==> config.mk <==
export PLATFORM = sky130hd
export DESIGN_NAME = ctc_cell2_trim
export DESIGN_NICKNAME = d
export VERILOG_FILES = /design/src/hdl/ctc_pkg.sv /design/src/hdl/ctc_cell2_trim.sv /design/src/hdl/ctc_trim_byte.sv
export SDC_FILE = /design/constraint.sdc
export NUM_CORES = 1
export LEC_CHECK = 0
export CORE_UTILIZATION = 40
export DETAILED_ROUTE_END_ITERATION = 10
export DONT_BUFFER_PORTS = 1
export HOLD_SLACK_MARGIN = 0.03
export PLACE_DENSITY = 0.63
export REMOVE_ABC_BUFFERS = 1
export SLEW_MARGIN = 30
export SYNTH_ARGS = -nofsm -noshare
export SYNTH_HDL_FRONTEND = slang
export SYNTH_SLANG_ARGS = --single-unit
==> constraint.sdc <==
create_clock -name clk_sys_i -period 2.5 [get_ports clk_sys_i]
set_input_delay 0 -clock clk_sys_i [delete_from_list [all_inputs] [get_ports clk_sys_i]]
set_output_delay 0 -clock clk_sys_i [all_outputs]
set_load 0.05 [all_outputs]
==> src/hdl/ctc_pkg.sv <==
// Purpose : Constants for the cell-2 ADC trim coefficient bank.
// Assumes : Byte-wide register space; trim slices arrive from a factory loader.
// Notes   : Offsets are byte addresses of the device register space.

package ctc_pkg;

    // ****************************************************************
    // Widths
    // ****************************************************************
    localparam int ADDR_W   = 8;
    localparam int DATA_W   = 8;
    localparam int N_SLICE  = 10;
    localparam int C14_W    = 14;
    localparam int C12_W    = 12;

    // ****************************************************************
    // Offsets of the trim slices (0x60..0x69)
    // ****************************************************************
    localparam logic [7:0] OFS_FIRST_LOW   = 8'h60;
    localparam logic [7:0] OFS_FIRST_MID   = 8'h61;
    localparam logic [7:0] OFS_G2L_G1H     = 8'h62;
    localparam logic [7:0] OFS_G2M         = 8'h63;
    localparam logic [7:0] OFS_G3L_G2H     = 8'h64;
    localparam logic [7:0] OFS_G3H         = 8'h65;
    localparam logic [7:0] OFS_G4L         = 8'h66;
    localparam logic [7:0] OFS_O0L_G4H     = 8'h67;
    localparam logic [7:0] OFS_O0M         = 8'h68;
    localparam logic [7:0] OFS_O0H         = 8'h69;

    // Host-visible window of this bank
    localparam logic [7:0] OFS_HOST_FIRST  = 8'h62;
    localparam logic [7:0] OFS_HOST_LAST   = 8'h68;

    // Bank control and status
    localparam logic [7:0] OFS_TRIM_STATUS = 8'hf0;
    localparam logic [7:0] OFS_TRIM_CTRL   = 8'hf1;

    // ****************************************************************
    // Implemented bits of each slice, indexed from 0x60
    // ****************************************************************
    localparam logic [7:0] MASK_FIRST_LOW  = 8'h80;
    localparam logic [7:0] MASK_FULL       = 8'hff;
    localparam logic [7:0] MASK_G3H        = 8'h7f;
    localparam logic [7:0] MASK_O0H        = 8'h03;

    // ****************************************************************
    // Field positions
    // ****************************************************************
    localparam int STAT_LOADED_BIT  = 0;
    localparam int STAT_LOCKED_BIT  = 1;
    localparam int STAT_REFUSED_BIT = 2;
    localparam int CTRL_LOCK_BIT    = 0;
    localparam int CTRL_CLR_REF_BIT = 1;

    // ****************************************************************
    // Reset values
    // ****************************************************************
    localparam logic [7:0]  RST_SLICE   = 8'h00;
    localparam logic [13:0] RST_C14     = 14'h0000;
    localparam logic [11:0] RST_C12     = 12'h000;
    localparam logic [9:0]  RST_LOADED  = 10'h000;

endpackage : ctc_pkg

==> src/hdl/ctc_cell2_trim.sv <==
// Purpose : Read-only bank of cell-2 ADC temperature trim coefficients.
// Assumes : Host port is single-cycle; trim bytes come from a factory loader.
// Notes   : Host writes never alter the bank; only the trim path loads it.
//
// Chosen here: the plain strobed port.

`timescale 1ns/1ps
`default_nettype none

// Overview of operation
// - 0x62: gain2[2:0] in 7:5, gain1[13:9]
// - 0x63: gain2[10:3] across all bits
// - 0x64 bits 2:0 hold gain2[13:11]
// - 0x64 bits 7:3 hold gain3[4:0]
// - 0x65 bits 6:0 hold gain3[11:5]
// - 0x65 bit 7 spare, reads zero
// - 0x66: gain4[7:0] across all bits
// - 0x67 bits 3:0 hold gain4[11:8]
// - 0x67 bits 7:4 hold offset0[3:0]
// - 0x68: offset0[11:4] across all bits
// - All bits read-only, zero after reset
// - gain1 bit0 from 0x60.7, 8:1 from 0x61
// - offset0[13:12] from 0x69 bits 1:0
module ctc_cell2_trim (
    input  wire logic        clk_sys_i,
    input  wire logic        arst_n_i,
    // Host register port
    input  wire logic [7:0]  reg_addr_i,
    input  wire logic [7:0]  reg_wdata_i,
    input  wire logic        reg_wr_i,
    input  wire logic        reg_rd_i,
    output logic      [7:0]  reg_rdata_o,
    // Factory trim load path
    input  wire logic        trim_wr_i,
    input  wire logic [7:0]  trim_addr_i,
    input  wire logic [7:0]  trim_data_i,
    output logic             trim_ack_o,
    // Coefficients to the correction datapath
    output logic      [13:0] gain_first_order_coef_o,
    output logic      [13:0] gain_second_order_coef_o,
    output logic      [11:0] gain_third_order_coef_o,
    output logic      [11:0] gain_fourth_order_coef_o,
    output logic      [13:0] offset_zero_order_coef_o,
    output logic             coef_valid_o
);

    // ****************************************************************
    // Address decoding
    // ****************************************************************
    // Index of a trim slice counted from 0x60; valid only when in range.
    function automatic logic [3:0] slice_index(input logic [7:0] addr);
        logic [7:0] diff;
        diff = addr - ctc_pkg::OFS_FIRST_LOW;
        return diff[3:0];
    endfunction : slice_index

    function automatic logic in_trim_range(input logic [7:0] addr);
        return (addr >= ctc_pkg::OFS_FIRST_LOW) && (addr <= ctc_pkg::OFS_O0H);
    endfunction : in_trim_range

    // Only 0x62..0x68 belong to this bank on the host side
    function automatic logic in_host_range(input logic [7:0] addr);
        return (addr >= ctc_pkg::OFS_HOST_FIRST) && (addr <= ctc_pkg::OFS_HOST_LAST);
    endfunction : in_host_range

    // ****************************************************************
    // Signals
    // ****************************************************************
    logic [7:0]  slice      [ctc_pkg::N_SLICE];
    logic [9:0]  slice_load;
    logic [9:0]  loaded;
    logic        locked;
    logic        refused;
    logic        trim_take;
    logic        trim_refuse;
    logic        ctrl_wr;
    logic [7:0]  next_rdata;
    logic [7:0]  status_byte;
    logic [7:0]  ctrl_byte;
    logic [13:0] next_gain1;
    logic [13:0] next_gain2;
    logic [11:0] next_gain3;
    logic [11:0] next_gain4;
    logic [13:0] next_offset0;

    // ****************************************************************
    // Trim load path
    // ****************************************************************
    // Loads are taken only before software locks the bank; once locked
    // the coefficients cannot be disturbed by a stray loader strobe.
    assign trim_take   = trim_wr_i && in_trim_range(trim_addr_i) && !locked;
    assign trim_refuse = trim_wr_i && in_trim_range(trim_addr_i) && locked;
    assign trim_ack_o  = trim_take;

    always_comb begin
        slice_load = '0;
        if (trim_take) begin
            slice_load[slice_index(trim_addr_i)] = 1'b1;
        end
    end

    // ****************************************************************
    // Slice storage
    // ****************************************************************
    // Bits outside each mask are not stored, so spares read zero
    ctc_trim_byte #(.MASK(ctc_pkg::MASK_FIRST_LOW)) u_s60 (
        .clk_sys_i (clk_sys_i),
        .arst_n_i  (arst_n_i),
        .load_i    (slice_load[0]),
        .data_i    (trim_data_i),
        .q_o       (slice[0])
    );

    ctc_trim_byte #(.MASK(ctc_pkg::MASK_FULL)) u_s61 (
        .clk_sys_i (clk_sys_i),
        .arst_n_i  (arst_n_i),
        .load_i    (slice_load[1]),
        .data_i    (trim_data_i),
        .q_o       (slice[1])
    );

    // Only 0x65 masks a spare bit; the other host slices keep all eight
    ctc_trim_byte #(.MASK(ctc_pkg::MASK_FULL)) u_s62 (
        .clk_sys_i (clk_sys_i),
        .arst_n_i  (arst_n_i),
        .load_i    (slice_load[2]),
        .data_i    (trim_data_i),
        .q_o       (slice[2])
    );

    ctc_trim_byte #(.MASK(ctc_pkg::MASK_FULL)) u_s63 (
        .clk_sys_i (clk_sys_i),
        .arst_n_i  (arst_n_i),
        .load_i    (slice_load[3]),
        .data_i    (trim_data_i),
        .q_o       (slice[3])
    );

    ctc_trim_byte #(.MASK(ctc_pkg::MASK_FULL)) u_s64 (
        .clk_sys_i (clk_sys_i),
        .arst_n_i  (arst_n_i),
        .load_i    (slice_load[4]),
        .data_i    (trim_data_i),
        .q_o       (slice[4])
    );

    ctc_trim_byte #(.MASK(ctc_pkg::MASK_G3H)) u_s65 (
        .clk_sys_i (clk_sys_i),
        .arst_n_i  (arst_n_i),
        .load_i    (slice_load[5]),
        .data_i    (trim_data_i),
        .q_o       (slice[5])
    );

    ctc_trim_byte #(.MASK(ctc_pkg::MASK_FULL)) u_s66 (
        .clk_sys_i (clk_sys_i),
        .arst_n_i  (arst_n_i),
        .load_i    (slice_load[6]),
        .data_i    (trim_data_i),
        .q_o       (slice[6])
    );

    ctc_trim_byte #(.MASK(ctc_pkg::MASK_FULL)) u_s67 (
        .clk_sys_i (clk_sys_i),
        .arst_n_i  (arst_n_i),
        .load_i    (slice_load[7]),
        .data_i    (trim_data_i),
        .q_o       (slice[7])
    );

    ctc_trim_byte #(.MASK(ctc_pkg::MASK_FULL)) u_s68 (
        .clk_sys_i (clk_sys_i),
        .arst_n_i  (arst_n_i),
        .load_i    (slice_load[8]),
        .data_i    (trim_data_i),
        .q_o       (slice[8])
    );

    ctc_trim_byte #(.MASK(ctc_pkg::MASK_O0H)) u_s69 (
        .clk_sys_i (clk_sys_i),
        .arst_n_i  (arst_n_i),
        .load_i    (slice_load[9]),
        .data_i    (trim_data_i),
        .q_o       (slice[9])
    );

    // ****************************************************************
    // Load tracking
    // ****************************************************************
    // Loaded bits are only ever set; a reset is the way back
    always_ff @(posedge clk_sys_i or negedge arst_n_i) begin
        if (!arst_n_i) begin
            loaded <= ctc_pkg::RST_LOADED;
        end else begin
            loaded <= loaded | slice_load;
        end
    end

    // ****************************************************************
    // Control register: lock and refusal flags
    // ****************************************************************
    assign ctrl_wr = reg_wr_i && (reg_addr_i == ctc_pkg::OFS_TRIM_CTRL);

    // Lock is set-only; only a reset reopens the trim path
    always_ff @(posedge clk_sys_i or negedge arst_n_i) begin
        if (!arst_n_i) begin
            locked <= 1'b0;
        end else if (ctrl_wr && reg_wdata_i[ctc_pkg::CTRL_LOCK_BIT]) begin
            locked <= 1'b1;
        end
    end

    // A refusal in the clearing cycle keeps the flag set
    always_ff @(posedge clk_sys_i or negedge arst_n_i) begin
        if (!arst_n_i) begin
            refused <= 1'b0;
        end else if (trim_refuse) begin
            refused <= 1'b1;
        end else if (ctrl_wr && reg_wdata_i[ctc_pkg::CTRL_CLR_REF_BIT]) begin
            refused <= 1'b0;
        end
    end

    // ****************************************************************
    // Status and control readback
    // ****************************************************************
    // Unlisted bits of both bytes read zero
    always_comb begin
        status_byte = 8'h00;
        status_byte[ctc_pkg::STAT_LOADED_BIT]  = &loaded;
        status_byte[ctc_pkg::STAT_LOCKED_BIT]  = locked;
        status_byte[ctc_pkg::STAT_REFUSED_BIT] = refused;
        ctrl_byte = 8'h00;
        ctrl_byte[ctc_pkg::CTRL_LOCK_BIT] = locked;
    end

    // ****************************************************************
    // Host read port
    // ****************************************************************
    // Host writes never reach the slices; only the trim path loads them
    always_comb begin
        next_rdata = 8'h00;
        if (reg_rd_i) begin
            if (in_host_range(reg_addr_i)) begin
                next_rdata = slice[slice_index(reg_addr_i)];
            end else if (reg_addr_i == ctc_pkg::OFS_TRIM_STATUS) begin
                next_rdata = status_byte;
            end else if (reg_addr_i == ctc_pkg::OFS_TRIM_CTRL) begin
                next_rdata = ctrl_byte;
            end
        end
    end

    // Data stand for exactly the cycle after the read strobe
    always_ff @(posedge clk_sys_i or negedge arst_n_i) begin
        if (!arst_n_i) begin
            reg_rdata_o <= ctc_pkg::RST_SLICE;
        end else begin
            reg_rdata_o <= next_rdata;
        end
    end

    // ****************************************************************
    // Coefficient assembly
    // ****************************************************************
    // Masked-off slice bits are already zero, so the words need no gating
    always_comb begin
        next_gain1   = {slice[2][4:0], slice[1], slice[0][7]};
        next_gain2   = {slice[4][2:0], slice[3], slice[2][7:5]};
        next_gain3   = {slice[5][6:0], slice[4][7:3]};
        next_gain4   = {slice[7][3:0], slice[6]};
        next_offset0 = {slice[9][1:0], slice[8], slice[7][7:4]};
    end

    // Registered so the datapath sees one coherent word per coefficient
    always_ff @(posedge clk_sys_i or negedge arst_n_i) begin
        if (!arst_n_i) begin
            gain_first_order_coef_o  <= ctc_pkg::RST_C14;
            gain_second_order_coef_o <= ctc_pkg::RST_C14;
            gain_third_order_coef_o  <= ctc_pkg::RST_C12;
            gain_fourth_order_coef_o <= ctc_pkg::RST_C12;
            offset_zero_order_coef_o <= ctc_pkg::RST_C14;
        end else begin
            gain_first_order_coef_o  <= next_gain1;
            gain_second_order_coef_o <= next_gain2;
            gain_third_order_coef_o  <= next_gain3;
            gain_fourth_order_coef_o <= next_gain4;
            offset_zero_order_coef_o <= next_offset0;
        end
    end

    // Valid follows the coefficient registers by the same one cycle
    always_ff @(posedge clk_sys_i or negedge arst_n_i) begin
        if (!arst_n_i) begin
            coef_valid_o <= 1'b0;
        end else begin
            coef_valid_o <= &loaded;
        end
    end

endmodule : ctc_cell2_trim

`default_nettype wire

==> src/hdl/ctc_trim_byte.sv <==
// Purpose : One trim byte, loadable only from the factory trim path.
// Assumes : Load strobe is synchronous to clk_sys_i.
// Notes   : Bits outside MASK never store anything and read as zero.

`timescale 1ns/1ps
`default_nettype none

module ctc_trim_byte #(
    parameter logic [7:0] MASK = 8'hff
) (
    input  wire logic       clk_sys_i,
    input  wire logic       arst_n_i,
    input  wire logic       load_i,
    input  wire logic [7:0] data_i,
    output logic      [7:0] q_o
);

    // ****************************************************************
    // Storage
    // ****************************************************************
    always_ff @(posedge clk_sys_i or negedge arst_n_i) begin
        if (!arst_n_i) begin
            q_o <= ctc_pkg::RST_SLICE;
        end else if (load_i) begin
            q_o <= data_i & MASK;
        end
    end

endmodule : ctc_trim_byte

`default_nettype wire

==> flow_summary_export.csv, run 1 <==
group,metric,value,unit
drt,avgViaCountPerCell,5.38,
timing,layout_worst_path_cycle_share,95.2,%
global_route,number_of_antenna_violations_at_the_first_check_in_global_routing,0,
clocking,cts_setup_buffers,0,
placement,post-place-ws,0.251,ns
global_route,global_route_wire_length_before_repair,20.2,mm
clocking,hold_buffers,32,
worst_setup_path,critPathKind,"input port to flop",
floorplanning,initial_core_util,41.4,%
timing,period_needed,2.38,ns
synth,synthesis.instances,356,
synth,syn_area_per_cell,15.6,um2
floorplanning,core_area,13400,um2
run,timing.max_cap.violations,0,
status,failed_checks,"hold timing",
clocking,cts.reportedPaths.clkPinSlew,0.06,ns
timing,worst_pin_slew,0.785,ns
clocking,clock_insertion_delay_worst_skew,0.42,ns
clocking,tritoncts_clock_tree,"yes",
floorplanning,die_x,120,um
timing,rsz_0062_raised_after_global_routing,"false",
clocking,clock_tree.buffer_depth,2,
synth,async_reset_ff_share,100,%
clocking,clock_sink_count,153,
drt,route.final.wire_length,13.2,mm
layout,final_nets,439,
drt,drt.antenna.violating_nets,0,
global_route,grt_overflow,0,
layout,n_antenna_cell,0,
worst_setup_path,timing.critical_path.arrival,2.74,ns
floorplanning,die-area,14300,um2
timing,setup-violations-final,0,
worst_setup_path,crit_path_cell_trace,"dlygate4sd3_1 > nor4_1 > nand2_1 > dlygate4sd3_1 > o22ai_1 > dlygate4sd3_1",
clocking,cts_max_level,4,
worst_setup_path,worst_setup_path_end_kind,"flop",
timing,worst_slew_margin_rel,47.3,%
drt,drtIter0Drc,201,
placement,dp_hpwl,7.56,mm
synth,yosys_warnings,0,
timing,final-hold-violation-count,153,
placement,placed_cells,527,
drt,drcViolationCount,0,
drt,vias,3154,
pwr,vdd_drop_max,0.587,mV
layout,growth_of_design_area_from_synthesis_to_finish,20.3,%
synth,netlist_top_cells_count,"sky130_fd_sc_hd__dfrtp_1 (153), sky130_fd_sc_hd__mux2_2 (70), sky130_fd_sc_hd__nand2_1 (12)",
pwr,total_leakage_power,3.27,nW
worst_hold_path,hold_path_class,"input port to async pin",
synth,yosys.area.top_type,"sky130_fd_sc_hd__dfrtp_1",
worst_setup_path,worstSetupStartpointType,"input port",
worst_setup_path,worstPathMaxFanout,14,
status,outcome,"complete, but fails checks",
placement,buffer_ports.inserted,0,
layout,fin_cells,586,
placement,place.gp.congestion,0.793,
floorplanning,fp-row-count,42,
timing,tns,0,ns
drt,detailedRoute.firstPassIterationCount,5,
synth,synth_sequential_area_ratio,69.1,%
synth,portion_of_synthesized_cell_area_occupied_by_the_leading_cell_type,69.1,%
timing,max_freq,420,MHz
global_route,vias_in_the_first_global_route,3364,
synth,synth.ff_latch_count,153,
timing,postLayoutSetupSlackWorst,0.120,ns
worst_setup_path,timing.critical_path.required,2.86,ns
global_route,largest_net_degree_at_the_start_of_global_routing,154,
layout,post_route_cells_drive_above_1_share,29.5,%
timing,final.hold.worst_slack,-0.721,ns
worst_setup_path,critical_path.top_delay_family,"buffers and inverters",
pwr,power_density_normalized_to_cell_area,818,nW/um2
timing,timing.final.max_slew_violations,0,
clocking,clk_root_buf,"sky130_fd_sc_hd__clkbuf_16",
worst_setup_path,critical_path.max_stage_delay,0.81,ns
clocking,number_of_buffers_inserted_during_clock_tree_synthesis,17,
drt,avgRoutedWirePerCell,22.6,um
synth,yosys-top-cells-area,"sky130_fd_sc_hd__dfrtp_1 (69%), sky130_fd_sc_hd__mux2_2 (14%), sky130_fd_sc_hd__mux4_2 (2.8%), sky130_fd_sc_hd__mux2i_1 (1.1%), sky130_fd_sc_hd__nand2b_1 (0.90%)",
floorplanning,die_height,120,um
synth,number_of_library_cell_types_mapped_by_synthesis,40,
synth,mappedNetlistArea,5540,um2
floorplanning,floorplan.io_pins,113,
timing,worst_skew,0.00740,ns
global_route,groute.usage.overall,19.8,%
synth,synthMostInstantiatedCell,"sky130_fd_sc_hd__dfrtp_1",
worst_setup_path,worst-path-buf-inv,3,
layout,final_core_util,49.8,%
synth,synth_top_flop_cell,"sky130_fd_sc_hd__dfrtp_1",
worst_setup_path,critical-path-top-cell-by-count,"sky130_fd_sc_hd__dlygate4sd3_1",
layout,fillCellCount,1135,
worst_setup_path,cpMaxStageDelayCell,"sky130_fd_sc_hd__dlygate4sd3_1",
synth,edff_count_synth,0,
## state kept, by name, indices dropped and copies added (netlist names)
| signal | count |
|---|---|
| gain_fourth_order_coef_o | 12 |
| u_s65.q_o | 7 |
| u_s61.q_o | 8 |
| loaded | 10 |
| gain_third_order_coef_o | 12 |
| u_s67.q_o | 8 |
| u_s63.q_o | 8 |
| u_s69.q_o | 2 |
| offset_zero_order_coef_o | 14 |
| u_s64.q_o | 8 |
| reg_rdata_o | 8 |
| u_s62.q_o | 8 |
| coef_valid_o | 1 |
| u_s66.q_o | 8 |
| gain_second_order_coef_o | 14 |
| u_s68.q_o | 8 |
| u_s60.q_o | 1 |
| refused | 1 |
| gain_first_order_coef_o | 14 |
| locked | 1 |
## final cells by class
| cell class | instances | area (um2) | area share (%) |
|---|---|---|---|
| clock inverters | 4 | 70.1 | 1.05 |
| repair buffers | 39 | 388 | 5.82 |
| multi-input cells | 186 | 1660 | 25.0 |
| inverters | 5 | 18.8 | 0.281 |
| well taps | 176 | 220 | 3.30 |
| clock buffers | 23 | 478 | 7.17 |
| flip-flops and latches | 153 | 3830 | 57.4 |
## path summary, 6_finish.rpt
kind,startpoint,endpoint,slack (ns),cells after the start
worst max-delay path,reg_addr_i[2],reg_rdata_o[0],0.12,6
worst max register to register,locked,u_s61.q_o[3],0.23,4
worst min register to register,u_s60.q_o[7],gain_first_order_coef_o[0],0.37,0
worst min-delay path,arst_n_i,gain_fourth_order_coef_o[4],-0.72,0
min in group clk_sys_i,trim_addr_i[3],loaded[5],0.05,3
max in group asynchronous,arst_n_i,gain_fourth_order_coef_o[7],3.00,0
## cell usage in the layout, fill, tap and decap left out, drive strengths merged, types with 3 or more instances in the layout
cell and count:
dlygate4sd3 31, o21ai 6, buf 7, nand2 14, inv 5, dfrtp 153
or2 4, nand2b 8, nor2b 7, a211oi 5, nor2 11, mux2i 6
mux4 7, a221oi 3, mux2 70, nor3 9, a21oi 7, clkbuf 23
o22ai 3, nand3b 6
## cells by family (layout without fill, tap and decap cells)
logic type,Yosys count,after routing,synth area share (%)
flip-flops,153,153,69.1
multiplexers,83,83,18.1
AND/OR/NAND/NOR,72,72,7.81
AO/OA/AOI/OAI,31,31,3.68
buffers and inverters,17,71,1.29
## per-layer routing
metal	part of all wire [%]	track usage, %	wire length [um]
met4	1.9	8.75	256
met3	6.1	5.94	811
met2	50	31.7	6570
met5	0	0	0
met1	42	24.7	5590
## metrics by stage
stage | hold slack [ns] | instance area (um2) | power [mW]
after floorplan | -0.296 | 5490 | 2.98
after global placement | -0.293 | 5800 | 3.01
final | -0.721 | 6670 | 5.45
after global routing | -0.741 | 6670 | 5.63
after detailed placement | -0.292 | 5800 | 3.02
after CTS | -0.741 | 6670 | 5.51
## worst register-to-register path, stage by stage, from the launching register on
cell	delay, ns
sky130_fd_sc_hd__dfrtp_1	0.40
sky130_fd_sc_hd__or4_1	0.72
sky130_fd_sc_hd__nor3b_2	0.34
sky130_fd_sc_hd__nand2_2	0.31
sky130_fd_sc_hd__mux2_2	0.38
## timing repair
item,CTS,global route
setup endpoints to repair,0,1
hold endpoints to repair,233,153
resized for setup,0,1
## power breakdown
group | total, mW | internal, mW | switching, mW
Combinational | 0.201 | 0.117 | 0.0832
Clock | 2.41 | 1.51 | 0.894
Sequential | 2.84 | 2.59 | 0.252
Power figures use the tool's default switching activity.
==> run 2, diff against run 1 <==
--- a/config.mk
+++ b/config.mk
@@ -5,11 +5,11 @@
 export SDC_FILE = /design/constraint.sdc
 export NUM_CORES = 1
 export LEC_CHECK = 0
-export CORE_UTILIZATION = 40
+export CORE_UTILIZATION = 50
 export DETAILED_ROUTE_END_ITERATION = 10
 export DONT_BUFFER_PORTS = 1
 export HOLD_SLACK_MARGIN = 0.03
-export PLACE_DENSITY = 0.63
+export PLACE_DENSITY = 0.74
 export REMOVE_ABC_BUFFERS = 1
 export SLEW_MARGIN = 30
 export SYNTH_ARGS = -nofsm -noshare
==> run 2 against run 1 <==
Effect of this change: the run still ends with hold timing left; total power grew 3.7%; core utilization rose by 12 points; die area fell by 20%; routed wire length fell by 3.7%; sequential cell count stayed put; setup slack got worse by 0.040 ns; first-iteration DRC count decreased by 21%; count of clock-buffer cells in the layout decreased by 6; design area increased by 1.2%.
==> flow_summary_export.csv, run 2 (synthesis results as in run 1) <==
group,metric,value,unit
status,outcome,"complete, but fails checks",
status,failed_checks,"hold timing",
worst_setup_path,r2r_start,"locked",
layout,layout.cells.most_common,"sky130_fd_sc_hd__dfrtp_1",
placement,post-place-ws,0.152,ns
drt,detailedRoute.firstPassIterationCount,4,
floorplanning,core_area,10800,um2
layout,final_nets,447,
drt,drtIter0Drc,159,
timing,worst_slew_margin_rel,39.8,%
pwr,power_density_normalized_to_cell_area,838,nW/um2
worst_setup_path,r2r_depth,4,
layout,growth_of_design_area_from_synthesis_to_finish,21.7,%
layout,post_route_cells_drive_above_1_share,31.4,%
floorplanning,fp-row-count,38,
worst_setup_path,worstSetupStartpointType,"flop",
timing,max_freq,413,MHz
timing,worst_pin_slew,0.900,ns
worst_setup_path,critical_path.max_stage_delay,0.78,ns
drt,vias,3186,
drt,route.final.wire_length,12.7,mm
clocking,cts_max_level,4,
timing,rsz_0062_raised_after_global_routing,"false",
global_route,met3_usage_in_global_routing,6.96,%
layout,highest_count_cells_in_the_layout_ignoring_fill_and_taps,"sky130_fd_sc_hd__dfrtp_1 (153), sky130_fd_sc_hd__mux2_2 (70), sky130_fd_sc_hd__dlygate4sd3_1 (35)",
timing,period_needed,2.42,ns
clocking,clock_sink_count,153,
drt,avgRoutedWirePerCell,22.6,um
drt,drcViolationCount,0,
clocking,cts_setup_buffers,0,
timing,final-hold-violation-count,153,
global_route,met2_usage,41.1,%
global_route,groute.usage.overall,24.0,%
clocking,clock_tree.buffer_depth,2,
floorplanning,die_x,107,um
clocking,clk_root_buf,"sky130_fd_sc_hd__clkbuf_8",
worst_setup_path,timing.critical_path.required,2.89,ns
worst_setup_path,critical_path.top_delay_family,"simple AND/OR/NAND/NOR gates",
layout,finish.instance_area,6750,um2
layout,top_registers,"gain_first_order_coef_o: 14 flops, gain_second_order_coef_o: 14 flops, offset_zero_order_coef_o: 14 flops",
global_route,number_of_antenna_violations_at_the_first_check_in_global_routing,0,
timing,layout_worst_path_cycle_share,96.8,%
placement,place.gp.congestion,0.833,
floorplanning,initial_core_util,51.1,%
worst_hold_path,hold_path_class,"input port to async pin",
floorplanning,floorplan.io_pins,113,
timing,tns,0,ns
clocking,tritoncts_clock_tree,"yes",
global_route,vias_in_the_first_global_route,3447,
global_route,grt_overflow,0,
layout,n_antenna_cell,0,
timing,timing.final.max_slew_violations,0,
worst_setup_path,setup.reg_to_reg.worst_slack,0.08,ns
layout,fillCellCount,819,
global_route,globalRoute.busiestLayer,"met2",
clocking,cts.reportedPaths.clkPinSlew,0.07,ns
placement,place_area,5760,um2
timing,final.hold.worst_slack,-0.824,ns
worst_setup_path,timing.critical_path.arrival,2.81,ns
pwr,total_leakage_power,3.34,nW
placement,buffer_ports.inserted,0,
worst_setup_path,worst-path-buf-inv,1,
worst_setup_path,worstPathMaxFanout,6,
timing,setup-violations-final,0,
global_route,global_route_wire_length_before_repair,19.8,mm
worst_setup_path,critPathKind,"flop to flop",
worst_setup_path,r2r-end,"u_s66.q_o[2]",
worst_setup_path,crit_path_cell_trace,"or4_1 > nor4bb_2 > buf_4 > mux2_2",
timing,postLayoutSetupSlackWorst,0.0796,ns
floorplanning,die-area,11500,um2
run,timing.max_cap.violations,0,
drt,avgViaCountPerCell,5.66,
placement,dp_hpwl,7.49,mm
worst_setup_path,cpMaxStageDelayCell,"sky130_fd_sc_hd__or4_1",
clocking,clock_insertion_delay_worst_skew,0.51,ns
clocking,number_of_buffers_inserted_during_clock_tree_synthesis,17,
worst_setup_path,worst_setup_path_end_kind,"flop",
floorplanning,die_height,107,um
timing,worst_skew,0.00859,ns
drt,drt.antenna.violating_nets,0,
global_route,global_routing_met1_resource_utilization,29.4,%
pwr,vdd_drop_max,0.602,mV
global_route,largest_net_degree_at_the_start_of_global_routing,154,
run 2: changes by cell type in the layout (fill, tap and decap cells not counted), sizes merged, moves of 3 or more:
cell	change
clkinvlp	+3
buf	+3
dlygate4sd3	+4
clkinv	+3
clkbuf	-6
inv	+4
run 2: timing repair:
| action | in CTS | in global routing |
|---|---|---|
| hold buffers | 36 | 2 |
| hold endpoints to repair | 239 | 158 |
| setup endpoints to repair | 0 | 2 |
| resized for setup | 0 | 3 |
run 2: worst reg2reg max path: cells and delay by family (launching register included):
family	cells	cell delay (ns)
mux	1	0.36
simple gates	2	1.26
buf+inv	1	0.24
flops	1	0.45
run 2: worst max-delay path by stage:
| stage | depth (start not counted) | from | to | slack (ns) |
|---|---|---|---|---|
| 2_1_floorplan | 3 | locked | u_s62.q_o[0] | -0.10 |
| 3_3_place_gp | 4 | locked | u_s66.q_o[3] | 0.22 |
| 3_5_place_dp | 4 | locked | u_s66.q_o[2] | 0.15 |
| 4_1_cts | 8 | reg_addr_i[1] | reg_rdata_o[3] | 0.08 |
| 5_1_grt | 6 | reg_addr_i[2] | reg_rdata_o[0] | 0.04 |
| 6_report | 4 | locked | u_s66.q_o[2] | 0.08 |
run 2: through the flow:
| stage | power [mW] | instances | util (%) |
|---|---|---|---|
| after floorplan | 2.98 | 344 | - |
| after CTS | 5.69 | 562 | 62.1 |
| final | 5.65 | 563 | 62.2 |
| after detailed placement | 3.02 | 494 | 53.2 |
| after global routing | 5.83 | 563 | 62.2 |
| after global placement | 3.01 | 494 | 53.2 |
run 2: cell type report:
cell class	instances	area (um2)	area share (%)
Clock buffer	17	414	6.14
Clock inverter	15	193	2.86
Inverter	5	18.8	0.278
Multi-Input combinational cell	186	1670	24.7
Sequential cell	153	3830	56.7
Tap cell	140	175	2.60
Timing Repair Buffer	47	450	6.68
run 2: where the power goes:
part	switching, mW	leakage, nW	internal (mW)
registers	0.254	2.11	2.59
logic	0.0923	0.937	0.120
clock network	1.06	0.289	1.54
total	1.40	3.34	4.25
run 2: layer usage:
metal | up-vias | part of all wire (%)
li1 | 1383 | -
met1 | 1658 | 39
met2 | 135 | 53
met3 | 10 | 7.5
met4 | 0 | 0.90
met5 | - | 0
==> run 3, diff against run 2 <==
--- a/config.mk
+++ b/config.mk
@@ -5,6 +5,7 @@
 export SDC_FILE = /design/constraint.sdc
 export NUM_CORES = 1
 export LEC_CHECK = 0
+export ABC_AREA = 1
 export CORE_UTILIZATION = 50
 export DETAILED_ROUTE_END_ITERATION = 10
 export DONT_BUFFER_PORTS = 1
==> run 3 against run 2 <==
Effect of this change: the flow finishes with violations (DRC, hold timing); area after synthesis grew 8.5%; clock skew decreased by 0.0018 ns; core utilization fell by 0.85 points; sequential cell count did not move; total power fell by 6.8%; critical endpoint is now reg_rdata_o[0].
==> flow_summary_export.csv, run 3 <==
group,metric,value,unit
drt,drtIter0Drc,555,
worst_hold_path,hold_path_class,"input port to async pin",
layout,growth_of_design_area_from_synthesis_to_finish,18.1,%
timing,max_freq,406,MHz
synth,async_reset_ff_share,100,%
layout,seq_area,3830,um2
timing,worst_slew_margin_rel,40.5,%
worst_setup_path,critPathKind,"input port to flop",
clocking,hold_buffers,38,
global_route,largest_net_degree_at_the_start_of_global_routing,154,
clocking,clock_insertion_delay_worst_skew,0.42,ns
drt,drcViolationCount,8,
global_route,global_route_wire_length_before_repair,25.4,mm
floorplanning,core_area,11600,um2
clocking,clock_sink_count,153,
timing,timing.final.max_slew_violations,0,
timing,worst_pin_slew,0.889,ns
worst_setup_path,crit_path_cell_trace,"dlygate4sd3_1 > inv_1 > nor2_1 > nand2_1 > nand3_1 > nand2_1 > nand2_1 > dlygate4sd3_1 > nor2_1 > dlygate4sd3_1",
worst_setup_path,worstSetupStartpointType,"input port",
timing,period_needed,2.46,ns
synth,synth_top_flop_cell,"sky130_fd_sc_hd__dfrtp_1",
synth,edff_count_synth,0,
layout,layout.cells.most_common,"sky130_fd_sc_hd__nand2_1",
drt,vias,4803,
drt,drt.antenna.violating_nets,0,
floorplanning,die-area,12500,um2
global_route,grt_overflow,0,
clocking,clk_root_buf,"sky130_fd_sc_hd__clkbuf_16",
synth,yosys-top-cells-area,"sky130_fd_sc_hd__dfrtp_1 (64%), sky130_fd_sc_hd__nand2_1 (14%), sky130_fd_sc_hd__nand4_1 (7.2%), sky130_fd_sc_hd__nor2_1 (2.4%), sky130_fd_sc_hd__nand3_1 (2.3%)",
clocking,clock_tree.buffer_depth,2,
timing,worst_skew,0.00679,ns
worst_setup_path,critical_path.top_delay_family,"buffers and inverters",
drt,route.final.wire_length,16.2,mm
placement,buffer_ports.inserted,0,
layout,post_route_cells_drive_above_1_share,7.65,%
synth,netlist_top_cells_count,"sky130_fd_sc_hd__nand2_1 (220), sky130_fd_sc_hd__dfrtp_1 (153), sky130_fd_sc_hd__nand4_1 (69)",
global_route,number_of_antenna_violations_at_the_first_check_in_global_routing,0,
worst_setup_path,worst_setup_path_end_kind,"flop",
pwr,power_density_normalized_to_cell_area,742,nW/um2
timing,rsz_0062_raised_after_global_routing,"true",
clocking,cts_setup_buffers,0,
timing,final.hold.worst_slack,-0.731,ns
synth,synth.ff_latch_count,153,
worst_setup_path,timing.critical_path.required,2.80,ns
floorplanning,floorplan.io_pins,113,
drt,avgRoutedWirePerCell,20.0,um
layout,final_nets,693,
worst_setup_path,worst-path-buf-inv,4,
worst_setup_path,worstPathMaxFanout,7,
run,timing.max_cap.violations,0,
timing,tns,0,ns
placement,place.gp.congestion,0.887,
drt,avgViaCountPerCell,5.93,
pwr,report.power.total,5.27,mW
layout,highest_count_cells_in_the_layout_ignoring_fill_and_taps,"sky130_fd_sc_hd__nand2_1 (220), sky130_fd_sc_hd__dfrtp_1 (153), sky130_fd_sc_hd__nand4_1 (69)",
layout,top_registers,"gain_first_order_coef_o: 14 flops, gain_second_order_coef_o: 14 flops, offset_zero_order_coef_o: 14 flops",
pwr,vdd_drop_max,0.430,mV
placement,dp_hpwl,9.86,mm
layout,final_core_util,61.4,%
synth,mappedNetlistArea,6010,um2
status,failed_checks,"DRC, hold timing",
synth,synth_sequential_area_ratio,63.7,%
status,outcome,"complete, but fails checks",
worst_setup_path,critical_path.max_stage_delay,0.65,ns
synth,syn_area_per_cell,9.69,um2
timing,layout_worst_path_cycle_share,98.4,%
floorplanning,initial_core_util,52.0,%
global_route,groute.usage.overall,27.4,%
timing,final-hold-violation-count,153,
drt,detailedRoute.firstPassIterationCount,9,
layout,fillCellCount,923,
floorplanning,fp-row-count,39,
synth,synthMostInstantiatedCell,"sky130_fd_sc_hd__nand2_1",
synth,yosys.area.top_type,"sky130_fd_sc_hd__dfrtp_1",
timing,setup-violations-final,0,
global_route,vias_in_the_first_global_route,4722,
worst_setup_path,timing.critical_path.arrival,2.76,ns
clocking,number_of_buffers_inserted_during_clock_tree_synthesis,17,
clocking,cts.reportedPaths.clkPinSlew,0.06,ns
layout,multi_input_area,1880,um2
worst_setup_path,cpMaxStageDelayCell,"sky130_fd_sc_hd__dlygate4sd3_1",
clocking,cts_max_level,4,
synth,yosys_warnings,0,
floorplanning,die_height,112,um
synth,synthesis.instances,621,
synth,portion_of_synthesized_cell_area_occupied_by_the_leading_cell_type,63.7,%
clocking,tritoncts_clock_tree,"yes",
pwr,total_leakage_power,3.64,nW
synth,number_of_library_cell_types_mapped_by_synthesis,26,
layout,n_antenna_cell,0,
floorplanning,die_x,112,um
## run 3: changes by cell type in the layout (fill, tap and decap cells not counted), moves of 8 or more
| cell | before | now |
|---|---|---|
| sky130_fd_sc_hd__inv_1 | 5 | 37 |
| sky130_fd_sc_hd__mux2_2 | 70 | 0 |
| sky130_fd_sc_hd__nand2_1 | 12 | 220 |
| sky130_fd_sc_hd__nand2b_1 | 8 | 0 |
| sky130_fd_sc_hd__nand3_1 | 1 | 28 |
| sky130_fd_sc_hd__nand4_1 | 2 | 69 |
| sky130_fd_sc_hd__nor2_1 | 10 | 38 |
## run 3: worst paths after layout
check	start	to	slack (ns)	cells past startpoint
min in group clk_sys_i	reg_addr_i[0]	reg_rdata_o[7]	0.06	7
worst max register to register	u_s67.q_o[0]	reg_rdata_o[0]	0.20	10
worst min register to register	u_s61.q_o[7]	gain_first_order_coef_o[8]	0.37	0
worst max-delay path	reg_addr_i[2]	reg_rdata_o[0]	0.04	10
worst min-delay path	arst_n_i	gain_fourth_order_coef_o[11]	-0.73	0
max in group asynchronous	arst_n_i	offset_zero_order_coef_o[9]	3.01	0
## run 3: metal layers
| layer | share of wire, % | global-route usage, % |
|---|---|---|
| met1 | 39 | 34.3 |
| met2 | 48 | 42.2 |
| met5 | 0 | 0 |
| met4 | 3.6 | 13.3 |
| met3 | 9.6 | 10.2 |
## run 3: logic make-up (layout without fill, tap and decap cells)
| family | Yosys count | count (layout) | share of synthesized area, % |
|---|---|---|---|
| flip-flops | 153 | 153 | 63.7 |
| AO/OA/AOI/OAI | 29 | 29 | 2.77 |
| buffers and inverters | 69 | 115 | 5.14 |
| AND/OR/NAND/NOR | 370 | 370 | 28.4 |
## run 3: worst register-to-register path, cell delays in order (launching register included)
cell	delay [ns]
sky130_fd_sc_hd__dfrtp_1	0.40
sky130_fd_sc_hd__nand2_1	0.09
sky130_fd_sc_hd__nand3_1	0.11
sky130_fd_sc_hd__nand2_1	0.10
sky130_fd_sc_hd__nand2_1	0.10
sky130_fd_sc_hd__nand3_1	0.12
sky130_fd_sc_hd__nand2_1	0.06
sky130_fd_sc_hd__nand2_1	0.05
sky130_fd_sc_hd__dlygate4sd3_1	0.55
sky130_fd_sc_hd__nor2_1	0.04
sky130_fd_sc_hd__dlygate4sd3_1	0.55
## run 3: power breakdown
group	internal (mW)	switching [mW]	total (mW)
clock network	1.61	0.981	2.59
logic	0.0625	0.129	0.192
registers	2.48	0.00594	2.49
total	4.15	1.12	5.27
## run 3: stage by stage
step | setup WS (ns) | cells | cell area, um2
finish | 0.0389 | 810 | 7100
global route | -0.0264 | 810 | 7100
CTS | 0.130 | 810 | 7100
detailed placement | 0.894 | 742 | 6120
global placement | 0.976 | 742 | 6120
floorplan | -0.161 | 590 | 5850
## run 3: repair_timing
item,CTS,global route
resized for setup,0,0
hold endpoints to repair,231,153
setup endpoints to repair,0,2
## run 3: area by class of cell
class | instances | area share, %
clock buffers | 19 | 6.38
clock inverters | 11 | 2.08
inverters | 38 | 2.01
multi-input cells | 399 | 26.4
flip-flops and latches | 153 | 53.9
well taps | 143 | 2.52
repair buffers | 47 | 6.66
